File: config.mk
export PLATFORM = sky130hd
export DESIGN_NAME = led_annunciator_control
export DESIGN_NICKNAME = d
export VERILOG_FILES = /design/src/hw/led_annunciator_pkg.sv /design/src/hw/flash_timebase.sv /design/src/hw/key_hold.sv /design/src/hw/led_annunciator_control.sv
export VERILOG_INCLUDE_DIRS = /design/src /design/src/hw
export SDC_FILE = /design/constraint.sdc
export NUM_CORES = 1
export LEC_CHECK = 0
export ABC_AREA = 1
export BUFFER_PORTS_ARGS = -buffer_cell sky130_fd_sc_hd__buf_2
export CAP_MARGIN = 10
export CORE_MARGIN = 2
export CORE_UTILIZATION = 60
export DETAILED_ROUTE_END_ITERATION = 12
export HOLD_SLACK_MARGIN = 0.08
export PLACE_DENSITY = 0.8
export SYNTH_ARGS = -nofsm -noshare
export SYNTH_HDL_FRONTEND = slang
export SYNTH_SLANG_ARGS = --single-unit
File: constraint.sdc
create_clock -name clk_sys -period 3.8 [get_ports clk_sys]
set_clock_uncertainty 0.1 [all_clocks]
set_input_delay 0.38 -clock clk_sys [delete_from_list [all_inputs] [get_ports clk_sys]]
set_output_delay 0.38 -clock clk_sys [all_outputs]
set_load 0.005 [all_outputs]
File: src/hw/led_annunciator_params.svh
// Constants for the indicator and key-handling block: timing and register map.
// Assumes a single 40 MHz system clock; included by bare name.
`ifndef LED_ANNUNCIATOR_PARAMS_SVH
`define LED_ANNUNCIATOR_PARAMS_SVH

`define CLK_HZ            40000000
`define FAST_PERIOD_MS    500
`define MED_PERIOD_MS     1000
`define SLOW_PERIOD_MS    2000
// One tick per half fast period; medium and slow are binary multiples of it.
`define FLASH_TICK_CYCLES ((`CLK_HZ / 1000) * (`FAST_PERIOD_MS / 2))
`define LAMP_HOLD_S       10
`define LAMP_HOLD_CYCLES  (`CLK_HZ * `LAMP_HOLD_S)
`define LAMP_FLASHES      5

`define REG_CTRL          8'h00
`define REG_STATUS        8'h04
`define REG_LED_VIEW      8'h08

`define CTRL_EVENT_CLEAR  0
`define CTRL_LAMP_START   1

`define STAT_ALARM        0
`define STAT_FAULT        1
`define STAT_SENSOR_FAULT 2
`define STAT_LAMP_TEST    3
`define STAT_POWER        4

`define VIEW_OP_LSB       0
`define VIEW_FAULT_LSB    3
`define VIEW_ALARM_LSB    6
`define VIEW_DUST_LSB     9

`endif

File: src/hw/led_annunciator_pkg.sv
// Types shared by the indicator block and its helpers.
// Assumes nothing beyond a SystemVerilog compiler.
package led_annunciator_pkg;

  // Encoded in order of severity so that a larger code wins.
  typedef enum logic [2:0] {
    PAT_OFF  = 3'b000,
    PAT_SLOW = 3'b001,
    PAT_MED  = 3'b010,
    PAT_FAST = 3'b011,
    PAT_ON   = 3'b100
  } pattern_t;

  typedef enum logic [0:0] {
    LT_IDLE = 1'b0,
    LT_RUN  = 1'b1
  } lamp_state_t;

  typedef struct packed {
    logic power_ok;
    logic presignal1;
    logic presignal2;
    logic presignal3;
    logic smoke_alarm;
    logic pipe_delay_running;
    logic sys_inactive;
    logic sensor_off_by_fire_panel;
    logic pipe_fault;
    logic fan_tacho_missing;
    logic dusty;
    logic dirty;
    logic sensor_fault;
  } cond_t;

endpackage

File: src/hw/flash_timebase.sv
// Shared flash timebase: a tick every half fast period and a 3-bit phase.
// Assumes one clock; restart realigns all rates at once.
`timescale 1ns/10ps
`default_nettype none
`include "led_annunciator_params.svh"
module flash_timebase #(
  parameter int unsigned TICK_CYCLES = `FLASH_TICK_CYCLES
) (
  input  wire logic       clk_sys,
  input  wire logic       rst_n,
  input  wire logic       restart,
  output logic            tick,
  output logic [2:0]      phase
);

  localparam int unsigned CW = $clog2(TICK_CYCLES + 1);

  logic [CW-1:0] cnt_q;
  logic [2:0]    phase_q;

  assign tick  = (cnt_q == CW'(TICK_CYCLES - 1)) && !restart;
  assign phase = phase_q;

  // RULE14 one shared timebase
  always_ff @(posedge clk_sys)
  begin
    if (!rst_n || restart)
    begin
      cnt_q   <= '0;
      phase_q <= 3'h0;
    end
    else if (tick)
    begin
      cnt_q   <= '0;
      phase_q <= phase_q + 3'h1;
    end
    else
    begin
      cnt_q <= cnt_q + CW'(1);
    end
  end

endmodule

`default_nettype wire

File: src/hw/key_hold.sv
// Key input conditioner: two-stage synchroniser, press edge and long-hold pulse.
// Assumes an active-low push-button pin from outside the clock domain.
`timescale 1ns/10ps
`default_nettype none
`include "led_annunciator_params.svh"
module key_hold #(
  parameter int unsigned HOLD_CYCLES = `LAMP_HOLD_CYCLES
) (
  input  wire logic clk_sys,
  input  wire logic rst_n,
  input  wire logic key_n,
  output logic      press,
  output logic      hold
);

  localparam int unsigned CW = $clog2(HOLD_CYCLES + 1);

  logic          meta_q;
  logic          sync_q;
  logic          prev_q;
  logic [CW-1:0] held_q;

  always_ff @(posedge clk_sys)
  begin
    if (!rst_n)
    begin
      meta_q <= 1'b0;
      sync_q <= 1'b0;
      prev_q <= 1'b0;
    end
    else
    begin
      meta_q <= ~key_n;
      sync_q <= meta_q;
      prev_q <= sync_q;
    end
  end

  assign press = sync_q && !prev_q;
  assign hold  = sync_q && (held_q == CW'(HOLD_CYCLES - 1));

  // RULE11 continuous hold count
  always_ff @(posedge clk_sys)
  begin
    if (!rst_n || !sync_q)
    begin
      held_q <= '0;
    end
    else if (held_q != CW'(HOLD_CYCLES))
    begin
      held_q <= held_q + CW'(1);
    end
  end

endmodule

`default_nettype wire

File: src/hw/led_annunciator_control.sv
// Indicator and key handling for the detector front control unit.
// Assumes detection logic on the same clock supplies the condition levels,
// keys are raw active-low pins, and software uses a plain register port.
//
// Design decisions made here: the address-and-strobe port and the register addresses.
`timescale 1ns/10ps
`default_nettype none
`include "led_annunciator_params.svh"
// Operation
// RULE1 - Drive separate operation, fault, alarm and dusty/dirty indicator LEDs.
// RULE2 - Each LED shows off, slow 2 s, medium 1 s, fast 0.5 s, or on.
// RULE3 - Operation LED steady while powered, dark without power.
// RULE4 - Alarm LED slow, medium, fast for pre-signal 1 to 3; steady on alarm.
// RULE5 - Fault LED medium while pipe blockage/breakage delay runs.
// RULE6 - Fault LED fast when system inactive or sensor off by fire panel.
// RULE7 - Fault LED steady once a fault is triggered and latched.
// RULE8 - Dusty/dirty LED medium for dusty, fast for dirty, steady for sensor fault.
// RULE9 - Reset key clears latched alarm and fault events and indications.
// RULE10 - A latched event whose cause persists is not cleared.
// RULE11 - Holding either reset key ten seconds starts a lamp test.
// RULE12 - Lamp test flashes all LEDs five times except watchdog, then resumes.
// RULE13 - Most severe pattern wins: on, then fast, medium, slow.
// RULE14 - Flashing is fifty percent duty from one shared timebase.
module led_annunciator_control #(
  parameter int unsigned TICK_CYCLES = `FLASH_TICK_CYCLES,
  parameter int unsigned HOLD_CYCLES = `LAMP_HOLD_CYCLES,
  parameter int unsigned BOARD_LEDS  = 4
) (
  input  wire logic                           clk_sys,
  input  wire logic                           rst_n,
  input  wire led_annunciator_pkg::cond_t     cond,
  input  wire logic                           front_key_n,
  input  wire logic                           board_key_n,
  input  wire logic [BOARD_LEDS-1:0]          board_led_in,
  input  wire logic                           wdog_led_in,
  input  wire logic [7:0]                     addr,
  input  wire logic [31:0]                    wdata,
  input  wire logic                           wr_en,
  input  wire logic                           rd_en,
  output logic [31:0]                         rdata_q,
  output logic                                led_op_q,
  output logic                                led_fault_q,
  output logic                                led_alarm_q,
  output logic                                led_dust_q,
  output logic [BOARD_LEDS-1:0]               board_led_q,
  output logic                                wdog_led_q
);

  logic                              front_press;
  logic                              front_hold;
  logic                              board_press;
  logic                              board_hold;
  logic                              tick;
  logic [2:0]                        phase;
  logic                              tb_restart;
  logic                              clear_req;
  logic                              lamp_req;
  logic                              sw_clear;
  logic                              sw_lamp;
  logic                              alarm_latch_q;
  logic                              fault_latch_q;
  logic                              sensor_latch_q;
  led_annunciator_pkg::lamp_state_t  lamp_state_q;
  logic [2:0]                        flash_cnt_q;
  logic                              lamp_done;
  led_annunciator_pkg::pattern_t     op_pat;
  led_annunciator_pkg::pattern_t     fault_pat;
  led_annunciator_pkg::pattern_t     alarm_pat;
  led_annunciator_pkg::pattern_t     dust_pat;
  logic                              lamp_lit;

  key_hold #(
    .HOLD_CYCLES (HOLD_CYCLES)
  ) u_front_key (
    .clk_sys (clk_sys),
    .rst_n   (rst_n),
    .key_n   (front_key_n),
    .press   (front_press),
    .hold    (front_hold)
  );

  key_hold #(
    .HOLD_CYCLES (HOLD_CYCLES)
  ) u_board_key (
    .clk_sys (clk_sys),
    .rst_n   (rst_n),
    .key_n   (board_key_n),
    .press   (board_press),
    .hold    (board_hold)
  );

  flash_timebase #(
    .TICK_CYCLES (TICK_CYCLES)
  ) u_timebase (
    .clk_sys (clk_sys),
    .rst_n   (rst_n),
    .restart (tb_restart),
    .tick    (tick),
    .phase   (phase)
  );

  // Software pulses share the key paths so both act identically.
  assign sw_clear = wr_en && (addr == `REG_CTRL) && wdata[`CTRL_EVENT_CLEAR];
  assign sw_lamp  = wr_en && (addr == `REG_CTRL) && wdata[`CTRL_LAMP_START];

  // RULE9 reset key clears
  assign clear_req = front_press || board_press || sw_clear;

  // RULE11 long hold starts
  assign lamp_req = front_hold || board_hold || sw_lamp;

  // A clear never beats a live cause, so a persisting event stays latched without dropping.
  // RULE10 cause keeps latch
  always_ff @(posedge clk_sys)
  begin
    if (!rst_n)
    begin
      alarm_latch_q <= 1'b0;
    end
    else
    begin
      alarm_latch_q <= cond.smoke_alarm || (alarm_latch_q && !clear_req);
    end
  end

  // RULE7 fault latches steady
  always_ff @(posedge clk_sys)
  begin
    if (!rst_n)
    begin
      fault_latch_q <= 1'b0;
    end
    else
    begin
      fault_latch_q <= cond.pipe_fault || cond.fan_tacho_missing
                       || (fault_latch_q && !clear_req);
    end
  end

  // RULE10 sensor fault latch
  always_ff @(posedge clk_sys)
  begin
    if (!rst_n)
    begin
      sensor_latch_q <= 1'b0;
    end
    else
    begin
      sensor_latch_q <= cond.sensor_fault || (sensor_latch_q && !clear_req);
    end
  end

  // Larger code is the more severe pattern.
  function automatic led_annunciator_pkg::pattern_t pat_max(
    input led_annunciator_pkg::pattern_t a,
    input led_annunciator_pkg::pattern_t b
  );
    pat_max = (a > b) ? a : b;
  endfunction

  function automatic logic pat_lit(
    input led_annunciator_pkg::pattern_t p,
    input logic [2:0]                    ph
  );
    case (p)
      led_annunciator_pkg::PAT_OFF:  pat_lit = 1'b0;
      led_annunciator_pkg::PAT_SLOW: pat_lit = ~ph[2];
      led_annunciator_pkg::PAT_MED:  pat_lit = ~ph[1];
      led_annunciator_pkg::PAT_FAST: pat_lit = ~ph[0];
      led_annunciator_pkg::PAT_ON:   pat_lit = 1'b1;
      default:                       pat_lit = 1'b0;
    endcase
  endfunction

  // RULE3 operation follows power
  always_comb
  begin
    op_pat = cond.power_ok ? led_annunciator_pkg::PAT_ON : led_annunciator_pkg::PAT_OFF;
  end

  // RULE4 alarm patterns
  // RULE13 most severe wins
  always_comb
  begin
    alarm_pat = led_annunciator_pkg::PAT_OFF;
    if (cond.presignal1)
    begin
      alarm_pat = pat_max(alarm_pat, led_annunciator_pkg::PAT_SLOW);
    end
    if (cond.presignal2)
    begin
      alarm_pat = pat_max(alarm_pat, led_annunciator_pkg::PAT_MED);
    end
    if (cond.presignal3)
    begin
      alarm_pat = pat_max(alarm_pat, led_annunciator_pkg::PAT_FAST);
    end
    if (alarm_latch_q)
    begin
      alarm_pat = led_annunciator_pkg::PAT_ON;
    end
  end

  // RULE5 pipe delay medium
  // RULE6 inactive fast
  always_comb
  begin
    fault_pat = led_annunciator_pkg::PAT_OFF;
    if (cond.pipe_delay_running)
    begin
      fault_pat = pat_max(fault_pat, led_annunciator_pkg::PAT_MED);
    end
    if (cond.sys_inactive || cond.sensor_off_by_fire_panel)
    begin
      fault_pat = pat_max(fault_pat, led_annunciator_pkg::PAT_FAST);
    end
    if (fault_latch_q)
    begin
      fault_pat = led_annunciator_pkg::PAT_ON;
    end
  end

  // RULE8 dusty dirty sensor
  always_comb
  begin
    dust_pat = led_annunciator_pkg::PAT_OFF;
    if (cond.dusty)
    begin
      dust_pat = pat_max(dust_pat, led_annunciator_pkg::PAT_MED);
    end
    if (cond.dirty)
    begin
      dust_pat = pat_max(dust_pat, led_annunciator_pkg::PAT_FAST);
    end
    if (sensor_latch_q)
    begin
      dust_pat = led_annunciator_pkg::PAT_ON;
    end
  end

  // Restarting the shared timebase makes every lamp-test flash whole; normal
  // indicators lose at most one partial flash, which is an accepted trade.
  assign tb_restart = lamp_req && (lamp_state_q == led_annunciator_pkg::LT_IDLE);

  // One flash ends each time the medium phase falls from dark back to lit.
  assign lamp_done = tick && (phase[1:0] == 2'h3)
                     && (flash_cnt_q == 3'(`LAMP_FLASHES - 1));

  // RULE12 five flashes
  always_ff @(posedge clk_sys)
  begin
    if (!rst_n)
    begin
      lamp_state_q <= led_annunciator_pkg::LT_IDLE;
      flash_cnt_q  <= 3'h0;
    end
    else
    begin
      case (lamp_state_q)
        led_annunciator_pkg::LT_IDLE:
        begin
          flash_cnt_q <= 3'h0;
          if (lamp_req)
          begin
            lamp_state_q <= led_annunciator_pkg::LT_RUN;
          end
        end
        led_annunciator_pkg::LT_RUN:
        begin
          if (lamp_done)
          begin
            lamp_state_q <= led_annunciator_pkg::LT_IDLE;
          end
          else if (tick && (phase[1:0] == 2'h3))
          begin
            flash_cnt_q <= flash_cnt_q + 3'h1;
          end
        end
        default:
        begin
          lamp_state_q <= led_annunciator_pkg::LT_IDLE;
        end
      endcase
    end
  end

  assign lamp_lit = ~phase[1];

  // RULE1 separate indicator LEDs
  // RULE2 five patterns
  always_ff @(posedge clk_sys)
  begin
    if (!rst_n)
    begin
      led_op_q    <= 1'b0;
      led_fault_q <= 1'b0;
      led_alarm_q <= 1'b0;
      led_dust_q  <= 1'b0;
    end
    else if (lamp_state_q == led_annunciator_pkg::LT_RUN)
    begin
      led_op_q    <= lamp_lit;
      led_fault_q <= lamp_lit;
      led_alarm_q <= lamp_lit;
      led_dust_q  <= lamp_lit;
    end
    else
    begin
      led_op_q    <= pat_lit(op_pat, phase);
      led_fault_q <= pat_lit(fault_pat, phase);
      led_alarm_q <= pat_lit(alarm_pat, phase);
      led_dust_q  <= pat_lit(dust_pat, phase);
    end
  end

  // The watchdog LED must keep showing real health, so the test never touches it.
  // RULE12 board LEDs flash
  always_ff @(posedge clk_sys)
  begin
    if (!rst_n)
    begin
      board_led_q <= '0;
      wdog_led_q  <= 1'b0;
    end
    else
    begin
      wdog_led_q <= wdog_led_in;
      if (lamp_state_q == led_annunciator_pkg::LT_RUN)
      begin
        board_led_q <= {BOARD_LEDS{lamp_lit}};
      end
      else
      begin
        board_led_q <= board_led_in;
      end
    end
  end

  always_ff @(posedge clk_sys)
  begin
    if (!rst_n)
    begin
      rdata_q <= 32'h0000_0000;
    end
    else if (rd_en)
    begin
      rdata_q <= 32'h0000_0000;
      case (addr)
        `REG_STATUS:
        begin
          rdata_q[`STAT_ALARM]        <= alarm_latch_q;
          rdata_q[`STAT_FAULT]        <= fault_latch_q;
          rdata_q[`STAT_SENSOR_FAULT] <= sensor_latch_q;
          rdata_q[`STAT_LAMP_TEST]    <= (lamp_state_q == led_annunciator_pkg::LT_RUN);
          rdata_q[`STAT_POWER]        <= cond.power_ok;
        end
        `REG_LED_VIEW:
        begin
          rdata_q[`VIEW_OP_LSB +: 3]    <= op_pat;
          rdata_q[`VIEW_FAULT_LSB +: 3] <= fault_pat;
          rdata_q[`VIEW_ALARM_LSB +: 3] <= alarm_pat;
          rdata_q[`VIEW_DUST_LSB +: 3]  <= dust_pat;
        end
        default:
        begin
          rdata_q <= 32'h0000_0000;
        end
      endcase
    end
    else
    begin
      rdata_q <= 32'h0000_0000;
    end
  end

endmodule

`default_nettype wire

==> out/qor.csv, run 1 <==
stage;metric;value;unit
outcome;status;finished, final reports clean;
setup_path;slowest_delay;370;ps
cells_and_area;drive_gt1_frac;0.1492;
die;rows;37;
setup_path;start_kind;flop;
global_route;antenna_found_initial;0;
yosys;syn_area;6167;sq um
yosys;synth_top_area_cell;dfxtp_1;
drt;wl_per_cell;12.16;um
yosys;async_flop_share;0;
yosys;synth.distinct_cells;45;
die;ios;105;
global_route;grt_pass1_wl;22.89;mm
cts;clkSinkCount;119;
cts;cts-root-buf;clkbuf_8;
sta;holdWs;91.46;ps
cts;cts_setup_buffers;0;
setup_path;reg2reg_to;u_timebase.cnt_q[8];
die;chipWidth;105.4;um
global_route;grt_max_degree;25;
setup_path;cp_max_fo;24;
placement;place_congestion;0.8722;
drt;drtIter0Drc;309;
yosys;synth_top_cell_area_share;0.3863;
sta;tightest_slew;682.8;ps
sta;period_share;0.5286;
cells_and_area;antenna_cells;0;
die;core_area;10140;sq um
placement;dpl.hpwl;9.333;mm
die;start_util;0.6083;
yosys;synth.area.top_cells;dfxtp_1, nand2_1, inv_1;
setup_path;path_depth;12;
setup_path;cp-startpoint;u_board_key.held_q[1];
setup_path;path_class;reg2reg;
sta;setup_tns;0;ps
cts;cts_resized;0;
cells_and_area;most-common-layout-cells;nand2_1, inv_1, dfxtp_1;
cells_and_area;fin_util;0.7042;
cells_and_area;area_growth;15.76;%
sta;clock.fmax;497.9;MHz
power_and_ir_drop;power.density;393.4;nW/um^2
setup_path;crit_chain;ha_1 > nand2_2 > nor2_1 > nand2_1 > nor2_2 > nand3_1 > nand3_1 > nand2_1 > nand2_2 > inv_2 > nand2_4 > nor2_1;
sta;hold_viol_final;0;
drt;postRouteAntennaNets;0;
global_route;grt_pass1_vias;5211;
yosys;synth_edf_count;0;
setup_path;cp-endpoint;u_timebase.cnt_q[8];
cts;clockBufferDepth;2;
die;die-area;11110;sq um
cts;clock_latency;530;ps
power_and_ir_drop;peakVddDrop;305.8;uV
cells_and_area;nets;1025;
flow_run;max_cap_viol_count;0;
setup_path;worst-r2r-cell-count;12;
placement;pre_cts_ws;1700;ps
cts;htreeDepth;4;
cts;tritoncts;yes;
sta;setup_ws;1791;ps
power_and_ir_drop;p_leak;2.772;nW
sta;min_period;2009;ps
setup_path;arrival;2320;ps
min_path;hold_class;in2reg;
setup_path;crit_buf_inv;1;
placement;place.port_buffers;54;
setup_path;critPathRequiredTime;4110;ps
cts;clk_pin_slew;60;ps
yosys;syn_area_per_cell;7.016;sq um
cells_and_area;final_common_cell;nand2_1;
yosys;yosysWarnings;0;
drt;wirelength;13.39;mm
sta;setup_viol;0;
die;die_h;105.4;um
yosys;ys_seq_area_frac;0.3863;
global_route;grt_use_total;0.2539;
setup_path;r2r_slack;1790;ps
setup_path;slowest_stage;dfxtp_1;
sta;slew_headroom;0.5437;
sta;rsz0062_at_grt;false;
global_route;overflow;0;
sta;maxSlewViolCount;0;
setup_path;crit_family;simple AND/OR/NAND/NOR gates;
setup_path;crit_path_end_kind;flop;
yosys;ys_ff_latch;119;
setup_path;r2r_start;u_board_key.held_q[1];
cts;cts_buffers;17;
drt;viasPerCell;5.151;
drt;first_pass_iters;5;
min_path;min_from;rst_n;
yosys;syn_inst;879;
drt;dr_total_vias;5671;
drt;drc;0;
yosys;synth_ff_type;dfxtp_1;
==> cells by family after synthesis <==
group	count (synthesis)	share of synthesized area
other	1	0.0006081
adder cells (fa/ha/maj)	8	0.01623
XOR/XNOR	24	0.03408
flip-flops	119	0.3863
buffers and inverters	167	0.1173
AND/OR/NAND/NOR	444	0.3441
AO/OA/AOI/OAI	116	0.1014
==> how the worst min path moves through the flow <==
stage / slack [ps] / endpoint / cells after the start
global placement: 300 / u_front_key.sync_q / 2
CTS: 90 / rdata_q[4] / 3
global route: 100 / u_front_key.sync_q / 3
floorplan: 290 / u_board_key.sync_q / 2
finish: 90 / u_front_key.sync_q / 3
detailed placement: 300 / u_front_key.sync_q / 2
==> tightest hold or removal path, cell delays in order <==
cell	delay, ps
buf_2	180
nand2_1	80
inv_1	30
==> synth_stat cells, types with 6 or more instances <==
| cell type | number |
|---|---|
| nor2_1 | 111 |
| ha_1 | 8 |
| buf_4 | 20 |
| inv_2 | 6 |
| inv_1 | 128 |
| nor3_1 | 27 |
| nand2_1 | 150 |
| nor4_1 | 6 |
| nand4_1 | 21 |
| nand2_2 | 13 |
| nor3_2 | 7 |
| or2_2 | 10 |
| dfxtp_1 | 119 |
| a21oi_1 | 66 |
| nor2_2 | 11 |
| o21ai_0 | 30 |
| nor2_4 | 6 |
| nand3_1 | 60 |
| xor2_1 | 20 |
==> what timing repair did <==
action | in CTS | in global routing
hold buffers | 15 | 0
hold endpoints to repair | 15 | 0
setup endpoints to repair | 0 | 0
==> cell type report <==
cell class	instances	area, sq um
clock inverters	9	77.57
inverters	134	503.0
clock buffers	22	452.9
flip-flops and latches	119	2382
multi-input cells	612	3133
well taps	136	170.2
fillers	870	2999
repair buffers	69	420.4
==> through the flow <==
stage	cell area, sq um	std cells	total power [mW]
6_report	7139	1101	2.809
5_1_grt	7139	1101	2.893
4_1_cts	7139	1101	2.826
3_5_place_dp	6459	1055	1.380
3_3_place_gp	6459	1055	1.378
2_1_floorplan	6238	898	1.361
==> layer usage <==
| layer | GRT usage | vias up | wire length [um] |
|---|---|---|---|
| met5 | 0 | - | 0 |
| met4 | 0.08000 | 0 | 168 |
| met3 | 0.05937 | 22 | 716 |
| met2 | 0.4410 | 140 | 6525 |
| met1 | 0.3104 | 2559 | 5979 |
| li1 | - | 2950 | - |
==> state kept, by name, summed over array words and instances, names as in the netlist, 3 cells and up <==
signal	count
u_timebase.cnt_q	24
u_front_key.held_q	29
flash_cnt_q	3
rdata_q	12
u_timebase.phase	3
u_board_key.held_q	29
board_led_q	4
==> where the power goes <==
group / switching [mW] / internal, mW
Combinational: 0.0539 / 0.0433
Sequential: 0.00690 / 1.26
Clock: 0.552 / 0.890
Total: 0.613 / 2.20
Power figures use the tool's default switching activity.
==> run 2, diff against run 1 <==
- CORE_UTILIZATION: 60 -> 51
- PLACE_DENSITY: 0.8 -> 0.72
- clock period: 3.8 -> 1.75 ns (I/O delays scaled with it)
==> run 2 against run 1 <==
  * The run now ends with negative setup slack left
  * Sequential power is 120% higher
  * Cell count is 11% higher
  * Non-clock buffer count is 106 higher
  * Worst hold slack better by 18 ps
  * Critical endpoint is now u_front_key.held_q[27]
  * Largest cell class unchanged
  * Wire length is 20% higher
  * Combinational power grew to 2.9 times the previous value
  * Worst setup slack worse by 1800 ps
  * Total power is 130% higher
==> out/qor.csv, run 2 (synthesis results as in run 1) <==
stage;metric;value;unit;change
die;core_area;11910;sq um;+17%
outcome;violations;negative setup slack;;
global_route;antenna_found_initial;0;;unchanged
flow_run;max_cap_viol_count;0;;unchanged
setup_path;cp_max_fo;5;;-79%
placement;dpl.hpwl;10.61;mm;+14%
min_path;hold_path_end;sensor_latch_q;;
drt;top_layer;met4;;
setup_path;critPathRequiredTime;2010;ps;-2100 ps
sta;hold_viol_final;0;;unchanged
cells_and_area;drive_gt1_frac;0.2995;;+0.1503
drt;wirelength;16.06;mm;+20%
cts;cts_buffers;17;;unchanged
sta;min_period;1783;ps;-225.4 ps
sta;period_share;1.019;;+0.4904
cts;clock_latency;430;ps;-100 ps
sta;setup_tns;-33.16;ps;-33.16 ps
cts;htreeDepth;4;;unchanged
sta;setup_viol;1;;+1
global_route;overflow;0;;unchanged
sta;rsz0062_at_grt;true;;
cts;cts-root-buf;clkbuf_16;;
setup_path;path_class;reg2reg;;
cells_and_area;antenna_cells;0;;unchanged
power_and_ir_drop;power.total;6.397;mW;+130%
sta;holdWs;109.7;ps;+18.27 ps
sta;setup_ws;-33.16;ps;-1825 ps
placement;place_inst;1148;;+8.8%
cts;clockBufferDepth;2;;unchanged
cells_and_area;nets;1134;;+11%
cts;tritoncts;yes;;
die;rows;40;;+8.1%
die;ios;105;;unchanged
cells_and_area;final_common_cell;nand2_1;;
setup_path;r2r_slack;-30;ps;-1820 ps
cells_and_area;area_growth;37.31;%;
drt;met1_length;7.139;mm;+19%
placement;place_congestion;0.8837;;+1.3%
cts;clk_pin_slew;60;ps;about the same
cells_and_area;fin_util;0.7109;;+0.006740
setup_path;start_kind;flop;;
power_and_ir_drop;power.density;755.5;nW/um^2;+92%
global_route;grt_max_degree;25;;unchanged
cells_and_area;most-common-layout-cells;nand2_1, inv_1, dfxtp_1;;
drt;wl_per_cell;13.14;um;+8.0%
setup_path;reg2reg_to;u_front_key.held_q[27];;
min_path;whs_path_depth;3;;unchanged
global_route;grt_pass1_vias;5716;;+9.7%
die;chipWidth;114.0;um;+8.1%
power_and_ir_drop;p_leak;3.514;nW;+27%
cells_and_area;reg_top3;u_board_key.held_q x29, u_front_key.held_q x29, u_timebase.cnt_q x24;;
sta;clock.fmax;560.8;MHz;+13%
die;die_h;114.0;um;+8.1%
drt;drc;0;;unchanged
drt;dr_wl_met3;786;um;+9.8%
sta;maxSlewViolCount;0;;unchanged
setup_path;r2r_start;u_front_key.held_q[1];;
cells_and_area;instances_no_fill;1222;;+11%
setup_path;worst-r2r-cell-count;8;;-4
drt;drtIter0Drc;428;;+39%
drt;viasPerCell;5.047;;-2.0%
setup_path;crit_path_end_kind;flop;;
cts;clkSinkCount;119;;unchanged
global_route;grt_use_total;0.2458;;-0.008134
drt;dr_total_vias;6168;;+8.8%
drt;wl_met2;7.880;mm;+21%
placement;place.port_buffers;54;;unchanged
drt;first_pass_iters;5;;unchanged
die;start_util;0.5178;;-0.09054
min_path;hold_class;in2reg;;
setup_path;arrival;2040;ps;-280 ps
global_route;grt_pass1_wl;25.32;mm;+11%
power_and_ir_drop;peakVddDrop;603.3;uV;+97%
drt;postRouteAntennaNets;0;;unchanged
min_path;min_from;rst_n;;
outcome;status;complete, but fails checks;;
die;die-area;12990;sq um;+17%
run 2: metrics by stage:
step	instance area, sq um	worst slack [ps]
after detailed placement	7088	-105.0
after CTS	7999	-6.762
after global placement	7088	-63.41
after global routing	8468	-127.8
final	8468	-33.16
after floorplan	6238	24.12
run 2: how the worst max path moves through the flow:
| stage | end | slack (ps) | start |
|---|---|---|---|
| 6_report | u_front_key.held_q[27] | -30 | u_front_key.held_q[1] |
| 5_1_grt | u_front_key.held_q[27] | -130 | u_front_key.held_q[1] |
| 4_1_cts | u_timebase.cnt_q[18] | -7 | u_timebase.cnt_q[0] |
| 3_5_place_dp | u_timebase.cnt_q[17] | -100 | u_board_key.held_q[0] |
| 3_3_place_gp | u_timebase.cnt_q[18] | -60 | u_board_key.held_q[0] |
| 2_1_floorplan | u_front_key.held_q[26] | 20 | u_front_key.held_q[0] |
run 2: critical path, cell delays in order, from the launching register on:
cell and delay, ps:
dfxtp_2 350, buf_4 130, nand3_4 90, nor2_4 160, nand2_2 90, nor2_4 180, nand3_4 120, or3_1 340
a21oi_1 150
run 2: cell type report:
type,count,area [sq um]
multi-input combinational,615,3542
inverter,134,518.0
tap,147,183.9
fill,886,3443
clock buffer,17,425.4
sequential,119,2405
timing repair buffer,175,1247
clock inverter,15,146.4
run 2: what timing repair did:
action / in CTS / in global routing
pin swaps: 8 / 36
resized for setup: 18 / 102
hold buffers: 23 / 0
setup endpoints to repair: 29 / 55
hold endpoints to repair: 20 / 0
setup buffers: 5 / 11
gates cloned: 0 / 3
run 2: routing by layer:
layer / up-vias / GRT usage
li1: 3177 / -
met1: 2810 / 0.2998
met2: 156 / 0.4115
met3: 25 / 0.06748
met4: 0 / 0.09837
met5: - / 0
run 2: report_power, final:
part,switching [mW],total (mW),leakage [nW],internal (mW)
clock network,1.38,3.36,0.280,1.98
logic,0.143,0.278,2.26,0.135
registers,0.0163,2.76,0.972,2.74
